$ cat src/hdl/uart_ctl2_pkg.sv
package uart_ctl2_pkg;
  // ----------------------------------------
  // Register map (byte addresses, index times four)
  // ----------------------------------------
  localparam logic [7:0] CONTROL_TWO_IDX = 8'h03;
  localparam logic [7:0] CONTROL_TWO_ADDR = 8'h0C;
  localparam logic [7:0] LINK_CFG_ADDR = 8'h10;
  localparam logic [7:0] STATUS_ADDR = 8'h14;
  localparam logic [7:0] TX_DATA_ADDR = 8'h18;
  localparam logic [7:0] RX_DATA_ADDR = 8'h1C;
  // ----------------------------------------
  // control_two fields
  // ----------------------------------------
  localparam int TX_EMPTY_IRQ_EN_BIT = 7;
  localparam int TX_DONE_IRQ_EN_BIT = 6;
  localparam int RX_FULL_IRQ_EN_BIT = 5;
  localparam int LINE_IDLE_IRQ_EN_BIT = 4;
  localparam int TX_ENABLE_BIT = 3;
  localparam int RX_ENABLE_BIT = 2;
  localparam int RX_STANDBY_BIT = 1;
  localparam int BREAK_REQUEST_BIT = 0;
  localparam logic [7:0] CONTROL_TWO_RESET = 8'h00;
  // ----------------------------------------
  // link_cfg fields
  // ----------------------------------------
  localparam int LOOPBACK_SELECT_BIT = 0;
  localparam int RX_SOURCE_SELECT_BIT = 1;
  localparam int SINGLE_LINE_DIRECTION_BIT = 2;
  localparam int STANDBY_EXIT_METHOD_BIT = 3;
  localparam int LONG_BREAK_SELECT_BIT = 4;
  localparam logic [4:0] LINK_CFG_RESET = 5'h00;
  // ----------------------------------------
  // status fields
  // ----------------------------------------
  localparam int TX_BUFFER_EMPTY_BIT = 7;
  localparam int TX_DONE_FLAG_BIT = 6;
  localparam int RX_BUFFER_FULL_BIT = 5;
  localparam int LINE_IDLE_BIT = 4;
  // ----------------------------------------
  // Timing
  // ----------------------------------------
  localparam int CLK_HZ = 10000000;
  localparam int BAUD = 9600;
  localparam logic [15:0] BIT_CYCLES = 16'(CLK_HZ / BAUD);
  localparam logic [15:0] HALF_BIT_CYCLES = 16'(CLK_HZ / BAUD / 2);
  localparam logic [3:0] CHAR_BITS = 4'hA;
  localparam logic [3:0] IDLE_BITS = 4'hA;
  localparam logic [3:0] BREAK_BITS = 4'hA;
  localparam logic [3:0] LONG_BREAK_BITS = 4'hD;

  typedef enum logic [1:0] {
    TX_IDLE = 2'b00,
    TX_DATA = 2'b01,
    TX_PREAMBLE = 2'b10,
    TX_BREAK = 2'b11
  } tx_state_t;
endpackage

$ cat src/hdl/uart_bit_timer.sv
`timescale 1ns/1ps
`default_nettype none
// ----------------------------------------
// Bit-time tick generator
// ----------------------------------------
module uart_bit_timer (
  input wire logic clk_sys,
  input wire logic resetn,
  input wire logic restart,
  output logic tick
);
  logic [15:0] cnt_q;

  always_ff @(posedge clk_sys or negedge resetn) begin
    if (!resetn) begin
      cnt_q <= 16'h0000;
    end else if (restart) begin
      // Start edge: first tick lands mid-bit
      cnt_q <= uart_ctl2_pkg::HALF_BIT_CYCLES;
    end else if (cnt_q == uart_ctl2_pkg::BIT_CYCLES - 16'h0001) begin
      cnt_q <= 16'h0000;
    end else begin
      cnt_q <= cnt_q + 16'h0001;
    end
  end

  assign tick = !restart && (cnt_q == uart_ctl2_pkg::BIT_CYCLES - 16'h0001);
endmodule // uart_bit_timer
`default_nettype wire

$ cat src/hdl/uart_control_two.sv
// Summary of operation
// - tx_empty_irq_en set: request interrupt while tx_buffer_empty is 1.
// - tx_done_irq_en set: request interrupt while tx_done_flag is 1.
// - rx_full_irq_en set: request interrupt while rx_buffer_full is 1.
// - line_idle_irq_en set: request interrupt while line idle flag is 1.
// - Transmitter runs only with tx_enable; it then owns serial_out_pin (here break_request also sends breaks and takes the pin with tx_enable clear).
// - Single-wire mode: single_line_direction picks transmit or receive on shared pin.
// - Clearing then setting tx_enable during transmission queues one idle character.
// - After tx_enable cleared, keep pin until pending data, idle, break finish.
// - rx_enable low: receiver off, serial_in_pin released to port use.
// - loopback_select releases serial_in_pin even with rx_enable set.
// - Writing rx_standby 1 puts receiver in standby awaiting wakeup.
// - Wakeup is idle line, or msb 1 when standby_exit_method set.
// - Hardware clears rx_standby on the selected wakeup condition.
// - Writing break_request 1 then 0 queues one break character.
// - Breaks repeat while break_request held; 10 or 13 bit times long.
// - control_two readable and writable at any time.
// - Single-wire: serial_out_pin feeds both transmitter and receiver.
// - tx_buffer_empty set at reset and on buffer-to-shifter transfer.
// - tx_done_flag set at reset and when nothing is being sent.
// - rx_buffer_full set when received character enters receive register.
`timescale 1ns/1ps
`default_nettype none
module uart_control_two (
  input wire logic clk_sys,
  input wire logic resetn,
  input wire logic psel,
  input wire logic penable,
  input wire logic pwrite,
  input wire logic [7:0] paddr,
  input wire logic [31:0] pwdata,
  output logic [31:0] prdata,
  output logic pready,
  output logic pslverr,
  input wire logic serial_out_pin_in,
  output logic serial_out_pin_out,
  output logic serial_out_pin_oe_n,
  output logic serial_out_pin_owned,
  input wire logic serial_in_pin,
  output logic serial_in_pin_owned,
  output logic irq
);
  logic [7:0] ctl_q;
  logic [4:0] cfg_q;
  logic [7:0] txbuf_q;
  logic txbuf_full_q;
  logic tx_done_q;
  logic [1:0] tx_state_q;
  logic [3:0] tx_bits_q;
  logic [9:0] tx_shift_q;
  logic idle_pend_q;
  logic brk_pend_q;
  logic tx_out_q;
  logic [7:0] rxbuf_q;
  logic rx_full_q;
  logic rx_busy_q;
  logic [3:0] rx_bits_q;
  logic [7:0] rx_shift_q;
  logic [3:0] idle_cnt_q;
  logic line_idle_q;
  logic rx_prev_q;
  logic tx_tick;
  logic rx_tick;
  logic rx_restart;
  logic wr;
  logic rd;
  logic loop_mode;
  logic single_wire;
  logic tx_drive;
  logic rx_line;
  logic rx_active;
  logic rx_done;
  logic [7:0] rx_char;
  logic tx_start_data;
  logic [3:0] brk_len;

  // ----------------------------------------
  // APB slave
  // ----------------------------------------
  assign pready = 1'b1;
  assign wr = psel && penable && pwrite;
  assign rd = psel && penable && !pwrite;
  assign pslverr = psel && penable && !(paddr == uart_ctl2_pkg::CONTROL_TWO_ADDR ||
    paddr == uart_ctl2_pkg::LINK_CFG_ADDR || paddr == uart_ctl2_pkg::STATUS_ADDR ||
    paddr == uart_ctl2_pkg::TX_DATA_ADDR || paddr == uart_ctl2_pkg::RX_DATA_ADDR);

  always_ff @(posedge clk_sys or negedge resetn) begin
    if (!resetn) begin
      prdata <= 32'h00000000;
    end else if (psel && !penable && !pwrite) begin
      unique case (paddr)
        uart_ctl2_pkg::CONTROL_TWO_ADDR: prdata <= {24'h000000, ctl_q};
        uart_ctl2_pkg::LINK_CFG_ADDR: prdata <= {27'h0000000, cfg_q};
        uart_ctl2_pkg::STATUS_ADDR: prdata <= {24'h000000, !txbuf_full_q, tx_done_q,
          rx_full_q, line_idle_q, 4'h0};
        uart_ctl2_pkg::RX_DATA_ADDR: prdata <= {24'h000000, rxbuf_q};
        default: prdata <= 32'h00000000;
      endcase
    end
  end

  always_ff @(posedge clk_sys or negedge resetn) begin
    if (!resetn) begin
      cfg_q <= uart_ctl2_pkg::LINK_CFG_RESET;
    end else if (wr && paddr == uart_ctl2_pkg::LINK_CFG_ADDR) begin
      cfg_q <= pwdata[4:0];
    end
  end

  // hardware clears standby, wins over write
  always_ff @(posedge clk_sys or negedge resetn) begin
    if (!resetn) begin
      ctl_q <= uart_ctl2_pkg::CONTROL_TWO_RESET;
    end else begin
      if (wr && paddr == uart_ctl2_pkg::CONTROL_TWO_ADDR) begin
        ctl_q <= pwdata[7:0];
      end
      if (ctl_q[uart_ctl2_pkg::RX_STANDBY_BIT] &&
          (cfg_q[uart_ctl2_pkg::STANDBY_EXIT_METHOD_BIT] ? (rx_done && rx_char[7])
                                                          : (idle_cnt_q == uart_ctl2_pkg::IDLE_BITS
                                                             && rx_tick && !line_idle_q))) begin
        ctl_q[uart_ctl2_pkg::RX_STANDBY_BIT] <= 1'b0;
      end
    end
  end

  // ----------------------------------------
  // Pin ownership
  // ----------------------------------------
  assign loop_mode = cfg_q[uart_ctl2_pkg::LOOPBACK_SELECT_BIT];
  assign single_wire = loop_mode && cfg_q[uart_ctl2_pkg::RX_SOURCE_SELECT_BIT];
  assign tx_drive = ctl_q[uart_ctl2_pkg::TX_ENABLE_BIT] || tx_state_q != uart_ctl2_pkg::TX_IDLE
    || idle_pend_q || brk_pend_q || txbuf_full_q;
  assign serial_out_pin_owned = tx_drive;
  assign serial_out_pin_out = tx_out_q;
  assign serial_out_pin_oe_n = !(tx_drive &&
    (!single_wire || cfg_q[uart_ctl2_pkg::SINGLE_LINE_DIRECTION_BIT]));
  assign serial_in_pin_owned = ctl_q[uart_ctl2_pkg::RX_ENABLE_BIT] && !loop_mode;
  assign rx_line = single_wire ? (serial_out_pin_oe_n ? serial_out_pin_in : tx_out_q)
                 : (loop_mode ? tx_out_q : serial_in_pin);
  assign rx_active = ctl_q[uart_ctl2_pkg::RX_ENABLE_BIT];

  // ----------------------------------------
  // Transmitter
  // ----------------------------------------
  uart_bit_timer u_tx_timer (
    .clk_sys(clk_sys),
    .resetn(resetn),
    .restart(1'b0),
    .tick(tx_tick)
  );

  assign brk_len = cfg_q[uart_ctl2_pkg::LONG_BREAK_SELECT_BIT] ? uart_ctl2_pkg::LONG_BREAK_BITS
                 : uart_ctl2_pkg::BREAK_BITS;
  assign tx_start_data = tx_tick && tx_state_q == uart_ctl2_pkg::TX_IDLE && !idle_pend_q &&
    !brk_pend_q && txbuf_full_q;

  always_ff @(posedge clk_sys or negedge resetn) begin
    if (!resetn) begin
      idle_pend_q <= 1'b0;
      brk_pend_q <= 1'b0;
    end else begin
      if (tx_tick && tx_state_q == uart_ctl2_pkg::TX_IDLE) begin
        if (brk_pend_q) begin
          brk_pend_q <= 1'b0;
        end else if (idle_pend_q) begin
          idle_pend_q <= 1'b0;
        end
      end
      if (wr && paddr == uart_ctl2_pkg::CONTROL_TWO_ADDR) begin
        if (pwdata[uart_ctl2_pkg::TX_ENABLE_BIT] && !ctl_q[uart_ctl2_pkg::TX_ENABLE_BIT]) begin
          idle_pend_q <= 1'b1;
        end
        if (!pwdata[uart_ctl2_pkg::BREAK_REQUEST_BIT] &&
            ctl_q[uart_ctl2_pkg::BREAK_REQUEST_BIT]) begin
          brk_pend_q <= 1'b1;
        end
      end
      if (ctl_q[uart_ctl2_pkg::BREAK_REQUEST_BIT] && tx_tick &&
          tx_state_q == uart_ctl2_pkg::TX_IDLE && !brk_pend_q) begin
        brk_pend_q <= 1'b1;
      end
    end
  end

  always_ff @(posedge clk_sys or negedge resetn) begin
    if (!resetn) begin
      tx_state_q <= uart_ctl2_pkg::TX_IDLE;
      tx_bits_q <= 4'h0;
      tx_shift_q <= 10'h3FF;
      tx_out_q <= 1'b1;
    end else if (tx_tick) begin
      unique case (tx_state_q)
        uart_ctl2_pkg::TX_IDLE: begin
          tx_out_q <= 1'b1;
          if (brk_pend_q) begin
            tx_state_q <= uart_ctl2_pkg::TX_BREAK;
            tx_bits_q <= brk_len - 4'h1;
            tx_out_q <= 1'b0;
          end else if (idle_pend_q) begin
            tx_state_q <= uart_ctl2_pkg::TX_PREAMBLE;
            tx_bits_q <= uart_ctl2_pkg::IDLE_BITS - 4'h1;
          end else if (tx_start_data) begin
            tx_state_q <= uart_ctl2_pkg::TX_DATA;
            tx_bits_q <= uart_ctl2_pkg::CHAR_BITS - 4'h1;
            tx_shift_q <= {1'b1, 1'b1, txbuf_q};
            tx_out_q <= 1'b0;
          end
        end
        uart_ctl2_pkg::TX_DATA: begin
          tx_out_q <= tx_shift_q[0];
          tx_shift_q <= {1'b1, tx_shift_q[9:1]};
          tx_bits_q <= tx_bits_q - 4'h1;
          if (tx_bits_q == 4'h0) begin
            tx_state_q <= uart_ctl2_pkg::TX_IDLE;
            tx_out_q <= 1'b1;
          end
        end
        uart_ctl2_pkg::TX_PREAMBLE, uart_ctl2_pkg::TX_BREAK: begin
          tx_bits_q <= tx_bits_q - 4'h1;
          if (tx_bits_q == 4'h0) begin
            tx_state_q <= uart_ctl2_pkg::TX_IDLE;
            tx_out_q <= 1'b1;
          end
        end
      endcase
    end
  end

  always_ff @(posedge clk_sys or negedge resetn) begin
    if (!resetn) begin
      txbuf_full_q <= 1'b0;
      txbuf_q <= 8'h00;
    end else if (wr && paddr == uart_ctl2_pkg::TX_DATA_ADDR && tx_drive) begin
      txbuf_full_q <= 1'b1;
      txbuf_q <= pwdata[7:0];
    end else if (tx_start_data) begin
      txbuf_full_q <= 1'b0;
    end
  end

  always_ff @(posedge clk_sys or negedge resetn) begin
    if (!resetn) begin
      tx_done_q <= 1'b1;
    end else begin
      tx_done_q <= !txbuf_full_q && tx_state_q == uart_ctl2_pkg::TX_IDLE &&
        !idle_pend_q && !brk_pend_q;
    end
  end

  // ----------------------------------------
  // Receiver
  // ----------------------------------------
  assign rx_restart = rx_active && !rx_busy_q && rx_prev_q && !rx_line;
  uart_bit_timer u_rx_timer (
    .clk_sys(clk_sys),
    .resetn(resetn),
    .restart(rx_restart),
    .tick(rx_tick)
  );
  assign rx_done = rx_tick && rx_busy_q && rx_bits_q == 4'h0;
  assign rx_char = rx_shift_q;

  always_ff @(posedge clk_sys or negedge resetn) begin
    if (!resetn) begin
      rx_prev_q <= 1'b1;
      rx_busy_q <= 1'b0;
      rx_bits_q <= 4'h0;
      rx_shift_q <= 8'h00;
    end else begin
      rx_prev_q <= rx_line;
      if (!rx_active) begin
        rx_busy_q <= 1'b0;
      end else if (rx_restart) begin
        rx_busy_q <= 1'b1;
        rx_bits_q <= uart_ctl2_pkg::CHAR_BITS - 4'h1;
      end else if (rx_tick && rx_busy_q) begin
        rx_bits_q <= rx_bits_q - 4'h1;
        if (rx_bits_q != uart_ctl2_pkg::CHAR_BITS - 4'h1 && rx_bits_q != 4'h0) begin
          rx_shift_q <= {rx_line, rx_shift_q[7:1]};
        end
        if (rx_bits_q == 4'h0) begin
          rx_busy_q <= 1'b0;
        end
      end
    end
  end

  always_ff @(posedge clk_sys or negedge resetn) begin
    if (!resetn) begin
      rx_full_q <= 1'b0;
      rxbuf_q <= 8'h00;
    end else if (rx_done && !ctl_q[uart_ctl2_pkg::RX_STANDBY_BIT]) begin
      rx_full_q <= 1'b1;
      rxbuf_q <= rx_char;
    end else if (rd && paddr == uart_ctl2_pkg::RX_DATA_ADDR) begin
      rx_full_q <= 1'b0;
    end
  end

  always_ff @(posedge clk_sys or negedge resetn) begin
    if (!resetn) begin
      idle_cnt_q <= 4'h0;
      line_idle_q <= 1'b0;
    end else if (!rx_active || rx_busy_q || !rx_line) begin
      idle_cnt_q <= 4'h0;
      line_idle_q <= 1'b0;
    end else if (rx_tick && idle_cnt_q != uart_ctl2_pkg::IDLE_BITS) begin
      idle_cnt_q <= idle_cnt_q + 4'h1;
    end else if (rx_tick) begin
      line_idle_q <= 1'b1;
    end
  end

  // ----------------------------------------
  // Interrupt request
  // ----------------------------------------
  // masked sources combined
  assign irq = (ctl_q[uart_ctl2_pkg::TX_EMPTY_IRQ_EN_BIT] && !txbuf_full_q) ||
               (ctl_q[uart_ctl2_pkg::TX_DONE_IRQ_EN_BIT] && tx_done_q) ||
               (ctl_q[uart_ctl2_pkg::RX_FULL_IRQ_EN_BIT] && rx_full_q) ||
               (ctl_q[uart_ctl2_pkg::LINE_IDLE_IRQ_EN_BIT] && line_idle_q);
endmodule // uart_control_two
`default_nettype wire

$ cat config.mk
export PLATFORM = sky130hd
export DESIGN_NAME = uart_control_two
export DESIGN_NICKNAME = d
export VERILOG_FILES = /design/src/hdl/uart_ctl2_pkg.sv /design/src/hdl/uart_bit_timer.sv /design/src/hdl/uart_control_two.sv
export SDC_FILE = /design/constraint.sdc
export NUM_CORES = 1
export LEC_CHECK = 0
export BUFFER_PORTS_ARGS = -buffer_cell sky130_fd_sc_hd__buf_4
export CAP_MARGIN = 40
export CELL_PAD_IN_SITES_DETAIL_PLACEMENT = 1
export CELL_PAD_IN_SITES_GLOBAL_PLACEMENT = 1
export CORE_MARGIN = 2
export CORE_UTILIZATION = 40
export CTS_BUF_LIST = sky130_fd_sc_hd__clkbuf_8
export DETAILED_ROUTE_END_ITERATION = 7
export PLACE_DENSITY_LB_ADDON = 0.1
export RECOVER_POWER = 100
export REMOVE_ABC_BUFFERS = 1
export SYNTH_ARGS = -nofsm -noshare
export SYNTH_HDL_FRONTEND = slang
export SYNTH_SLANG_ARGS = --single-unit
export TNS_END_PERCENT = 1
$ cat constraint.sdc
create_clock -name clk_sys -period 4 [get_ports clk_sys]
set_input_delay 0.2 -clock clk_sys [delete_from_list [all_inputs] [get_ports clk_sys]]
set_output_delay 0.2 -clock clk_sys [all_outputs]
set_load 0.02 [all_outputs]
# Word-level counts from Yosys, hierarchy flattened
# Cells that the tools add are included.
dict set report word_totals {
  inputBits 47
  out_inout_bits 39
  register_bits 134
  word_cells 201
}
dict set report classes {
  addsub 6
  eq_ne 22
  muxes 53
  bitwise_logic 1
  reduce_logical 96
}
# operator count
set op_table {}
lappend op_table {{$mux 16} 3}
lappend op_table {{$logic_and 1x1->1} 43}
lappend op_table {{$add 16x1->16 const B} 2}
lappend op_table {{$eq 16x11->1 const B} 2}
lappend op_table {{$eq 8x5->1 const B} 4}
lappend op_table {{$pmux 8 s4} 1}
lappend op_table {{$mux 10} 3}
lappend op_table {{$mux 1} 29}
lappend op_table {{$mux 4} 7}
lappend op_table {{$pmux 10 s2} 1}
lappend op_table {{$logic_not 1->1} 17}
lappend op_table {{$reduce_bool 2->1} 8}
lappend op_table {{$logic_or 1x1->1} 14}
lappend op_table {{$ne 4x4->1 const B} 3}
lappend op_table {{$sub 4x1->4 const B} 3}
lappend op_table {{$mux 2} 5}
lappend op_table {{$ne 2x2->1 const B} 5}
lappend op_table {{$reduce_and 2->1} 5}
lappend op_table {{$eq 8x4->1 const B} 1}
lappend op_table {{$logic_not 4->1} 2}
lappend op_table {{$pmux 4 s2} 1}
lappend op_table {{$ne 3x1->1 const B} 2}
lappend op_table {{$reduce_and 5->1} 1}
lappend op_table {{$add 4x1->4 const B} 1}
lappend op_table {{other kinds (14)} 15}

# Depth between registers and ports, before layout
dict set report logic_depth {
  ltp_word 18
  depth_mapped 9
  depth_no_buf 7
}

# Cells and area by module
# A second synthesis with hierarchy kept.
dict set report hier_totals {
  cells_unflattened 531
  hier_area_um2 5565.3
}
# module n_inst area_per_inst_um2 seq_area_each_um2 cells_each
set modules_own_cells {}
lappend modules_own_cells {uart_control_two 1 3863.7 1915.6 361}
lappend modules_own_cells {uart_bit_timer 2 850.8 400.4 85}

# Worst setup path after synthesis
# Ideal clock, no wire load.
dict set report synth_path {
  path_kind {reg-to-reg}
  from {register u_rx_timer.cnt_q[0]}
  to {register rxbuf_q[0]}
  required_time_ps 3875
  setup_time_ps 125
  synth_period_minus_slack_ps 2139
  arrival_ps 2015
  path_slack_ps 1861
  stages_incl_launch_ff 8
  path_buffers 0
  cell_sequence {dfrtp_1 > inv_1 > ha_1 > nor3b_1 > nand4_1 > or4_4 > o32ai_4 > mux2_2}
}
dict set report synth_between {
  elab_chain_len 5
}
# element line
set synth_rtl {}
lappend synth_rtl {{start, declared} uart_bit_timer.sv:12} ;# logic [15:0] cnt_q;
lappend synth_rtl {{start signal, assigned} uart_bit_timer.sv:19} ;# cnt_q <= uart_ctl2_pkg::HALF_BIT_CYCLES;
lappend synth_rtl {{start signal, assigned} uart_bit_timer.sv:23} ;# cnt_q <= cnt_q + 16'h0001;
lappend synth_rtl {{$eq 16x11->1} uart_bit_timer.sv:27} ;# assign tick = !restart && (cnt_q == uart_ctl2_pkg::BIT_CYCLES - 16'h0001);
lappend synth_rtl {{$logic_and 1x1->1} uart_bit_timer.sv:27}
lappend synth_rtl {{$logic_and 1x1->1 (2 in series)} uart_control_two.sv:261} ;# assign rx_done = rx_tick && rx_busy_q && rx_bits_q == 4'h0;
lappend synth_rtl {{$logic_and 1x1->1} uart_control_two.sv:293} ;# end else if (rx_done && !ctl_q[uart_ctl2_pkg::RX_STANDBY_BIT]) begin
lappend synth_rtl {{end signal, assigned} uart_control_two.sv:295} ;# rxbuf_q <= rx_char;
lappend synth_rtl {{end, declared} uart_control_two.sv:54} ;# logic [7:0] rxbuf_q;
# Every way passes these cells.
# A chain may end at the register's enable or synchronous reset.

# Worst setup path in the final report
# Same ends and word-level chain as after synthesis.

==> flow_summary.json <==
{
  "drv_slew": 69,
  "hold_path.class": "in -> reg",
  "syn_to_final_growth_pct": 8.61,
  "rsz0062_at_grt": "false",
  "fin_crit_sh_pct": 76.4,
  "synth_ff_type": "dfrtp_1",
  "switching_power_w": 0.000512,
  "power.density_nw_per_um2": 326,
  "grt.total_usage_pct": 17.9,
  "overflow": 0,
  "finalHoldViolations": 0,
  "postSynthCellCount": 512,
  "yosysWarningCount": 0,
  "slowest_stage": "o32ai_1",
  "htree_levels": 3,
  "synth_top_family_by_area": "simple AND/OR/NAND/NOR gates",
  "antenna_left": 0,
  "grt_util_met2_pct": 29.7,
  "synth-edff-count": 0,
  "tightest_slew_ns": 2.75,
  "nets": 605,
  "power.internal_w": 0.00141,
  "hold_start": "pwdata[7]",
  "antennaDiodeCount": 0,
  "place_ws_ns": 1.49,
  "vias": 3789,
  "cts_tree": "done",
  "dieArea_sq_um": 14500,
  "p_seq_share_pct": 59.5,
  "grt_pass1_vias": 4080,
  "worstPathRequired_ns": 4.28,
  "max_freq_ghz": 0.327,
  "synth_seq_cells": 108,
  "fin_crit_ns": 3.06,
  "io_buffers": 36,
  "grt_pass1_wl_um": 20500,
  "rows": 42,
  "tns_ns": 0,
  "max_stage_delay_ns": 1.05,
  "vias_per_cell": 5.20,
  "synth-compound-area-share_pct": 10.3,
  "dpl.cell_count": 712,
  "wl_per_cell_um": 16.4,
  "drt-total-wl_um": 12000,
  "regToRegStartpoint": "u_rx_timer.cnt_q[0]$_DFF_PN0_",
  "coreArea_sq_um": 13200,
  "endpoint_kind": "flop",
  "final-setup-viol-count": 0,
  "clock_latency_ns": 0.40,
  "final_cell_mix": "dfrtp_1, nor2_1, nand2_1",
  "drt-pass1-iter-count": 4,
  "dp_hpwl_um": 8810,
  "skew_ns": 0.0161,
  "cp_max_fo": 12,
  "drv_cap": 2,
  "dr.first_iter.drc_count": 141,
  "critPathKind": "reg -> reg",
  "swShare_pct": 26.6,
  "crit_path_start": "u_rx_timer.cnt_q[0]$_DFF_PN0_",
  "violations": "max-capacitance violations, max-slew violations",
  "critPathLaunchType": "flop",
  "synth-simple-area-share_pct": 17.0,
  "p_comb_share_pct": 6.1,
  "clkPwrFrac_pct": 34.5,
  "route.detailed.drc": 0,
  "cts_buffers": 9,
  "fp.dieW_um": 121,
  "path_cells": "inv_1 > ha_1 > nor3b_1 > nand4_1 > buf_4 > a31o_2 > o32ai_1 > mux2_2",
  "die_h_um": 121,
  "fillCellCount": 1487,
  "final_common_cell": "dfrtp_1",
  "setup_slack_ns": 0.942,
  "synth_cell_types": 60,
  "vdd_drop_max_mv": 0.150,
  "clk_pin_slew_worst_paths_ns": 0.11,
  "netlist_area_sq_um": 5440,
  "p_leak_nw": 2.59,
  "multi_input_area_sq_um": 2450,
  "antenna_found_initial": 0,
  "top_usage_layer": "met2",
  "clk_path_buf_depth": 2,
  "muxShareOfSynthArea_pct": 9.83,
  "io-pin-count": 86,
  "synth_fa_ha_area_share_pct": 2.30,
  "layout-drive-gt1-share_pct": 15.4,
  "use_met1_pct": 23.1,
  "grt_max_degree": 52,
  "initial_utilization_pct": 41.1,
  "cts.sinks": 108,
  "ctsRootBufferMaster": "clkbuf_8",
  "fin_cells": 729,
  "seq_area_frac_synth_pct": 50.0,
  "arrival_ns": 3.34,
  "regArea_sq_um": 2720,
  "relSlewSlack_pct": -83.3,
  "globalplace.congestion": 0.787,
  "synth_xor_area_share_pct": 4.67,
  "use_met3_pct": 5.14,
  "synth_area_per_cell_sq_um": 10.6,
  "run_status": "finished, violations left",
  "async_flop_share_pct": 100
}
## final cells by class
class	count	area share, %
inverter	16	1.02
sequential	108	46.0
clock inverter	6	0.954
clock buffer	10	2.33
tap	176	3.73
multi-input combinational	370	41.5
timing repair buffer	43	4.49
## metal layers
metal,up-vias,share of wire [%]
met5,-,0
met4,0,1.1
met3,10,3.7
met2,62,47
met1,1886,48
li1,1831,-
## timing repair
action,CTS,global route
hold buffers,1,0
resized for setup,0,0
setup buffers,0,0
hold endpoints to repair,41,0
## cells in the mapped netlist (3+ instances only)
library cell / n / area share (%)
buf_2: 5 / 0.46
dfrtp_1: 97 / 45
o211ai_1: 3 / 0.41
a2bb2oi_1: 6 / 0.97
o32ai_1: 3 / 0.48
mux2i_1: 16 / 2.9
ha_1: 10 / 2.3
a32o_1: 3 / 0.55
nand4_1: 8 / 0.92
and4_1: 4 / 0.64
nor2b_1: 8 / 0.92
and3_1: 9 / 1.0
nand3_1: 23 / 2.1
a21oi_1: 12 / 1.1
nor3_1: 8 / 0.74
or3_1: 3 / 0.35
nor2_1: 44 / 3.0
nand2_1: 43 / 3.0
inv_1: 16 / 1.1
o21ai_0: 23 / 2.1
xnor2_1: 17 / 2.7
dfstp_2: 11 / 5.3
a22o_1: 7 / 1.1
and2_1: 3 / 0.35
a22oi_1: 4 / 0.55
buf_4: 25 / 3.5
mux2_2: 32 / 6.6
nand3b_1: 6 / 0.83
xor2_1: 12 / 1.9
clkbuf_1: 10 / 0.69
## critical path, delay by kind of cell (launching register included)
family	cells	cell delay, ns
DFF	1	0.46
adders and majority gates	1	0.14
buffers and inverters	2	0.29
AOI/OAI and AO/OA	2	1.31
and+or+nand+nor	2	0.32
muxes	1	0.42
## metrics by stage
stage / utilization, % / instance area [sq um] / power, W / hold WS, ns
6_report: 44.6 / 5900 / 0.00192 / 0.0334
5_1_grt: 44.6 / 5900 / 0.00202 / 0.00404
4_1_cts: 45.4 / 6010 / 0.00197 / 0.00203
3_5_place_dp: 43.8 / 5800 / 0.00129 / 0.283
3_3_place_gp: 43.8 / 5800 / 0.00128 / 0.283
2_1_floorplan: - / 5270 / 0.00122 / -0.0956
## flip-flops by register name, summed over array words and instances, names as in the netlist, 2 cells and up
signal            count
rxbuf_q               8
txbuf_q               8
rx_bits_q             4
tx_shift_q            8
tx_bits_q             4
ctl_q                 8
prdata                8
rx_char               8
tx_state_q            2
cfg_q                 5
idle_cnt_q            4
u_tx_timer.cnt_q     16
u_rx_timer.cnt_q     16
## cells by family (layout without fill, tap and decap cells)
family | count (synthesis) | count (layout)
compound gates | 79 | 79
xor+xnor | 29 | 29
flops | 108 | 108
mux | 49 | 49
other cells | 2 | 25
simple gates | 178 | 178
fa+ha+maj | 10 | 10
buf+inv | 57 | 75
## worst paths after layout
kind                                             endpoint  slack (ns)  cells after the start
min in group asynchronous  u_tx_timer.cnt_q[11]$_DFF_PN0_        1.23                      2
min                                  ctl_q[7]$_DFFE_PN0P_        0.03                      3
max reg2reg                        rxbuf_q[0]$_DFFE_PN0P_        0.94                      8
max                                rxbuf_q[0]$_DFFE_PN0P_        0.94                      8
max in group asynchronous  serial_out_pin_out$_DFFE_PN1P_        1.14                      3
min reg2reg                u_tx_timer.cnt_q[15]$_DFF_PN0_        0.49                      1
## power by group through the flow
stage               Sequential [W]  Combinational (W)  Clock (W)
floorplan                  0.00116          0.0000629          0
global placement           0.00116           0.000117          0
detailed placement         0.00116           0.000121          0
CTS                        0.00114           0.000122   0.000700
global route               0.00115           0.000132   0.000744
finish                     0.00114           0.000117   0.000662
Note: power is estimated with default switching activity, not from simulation.
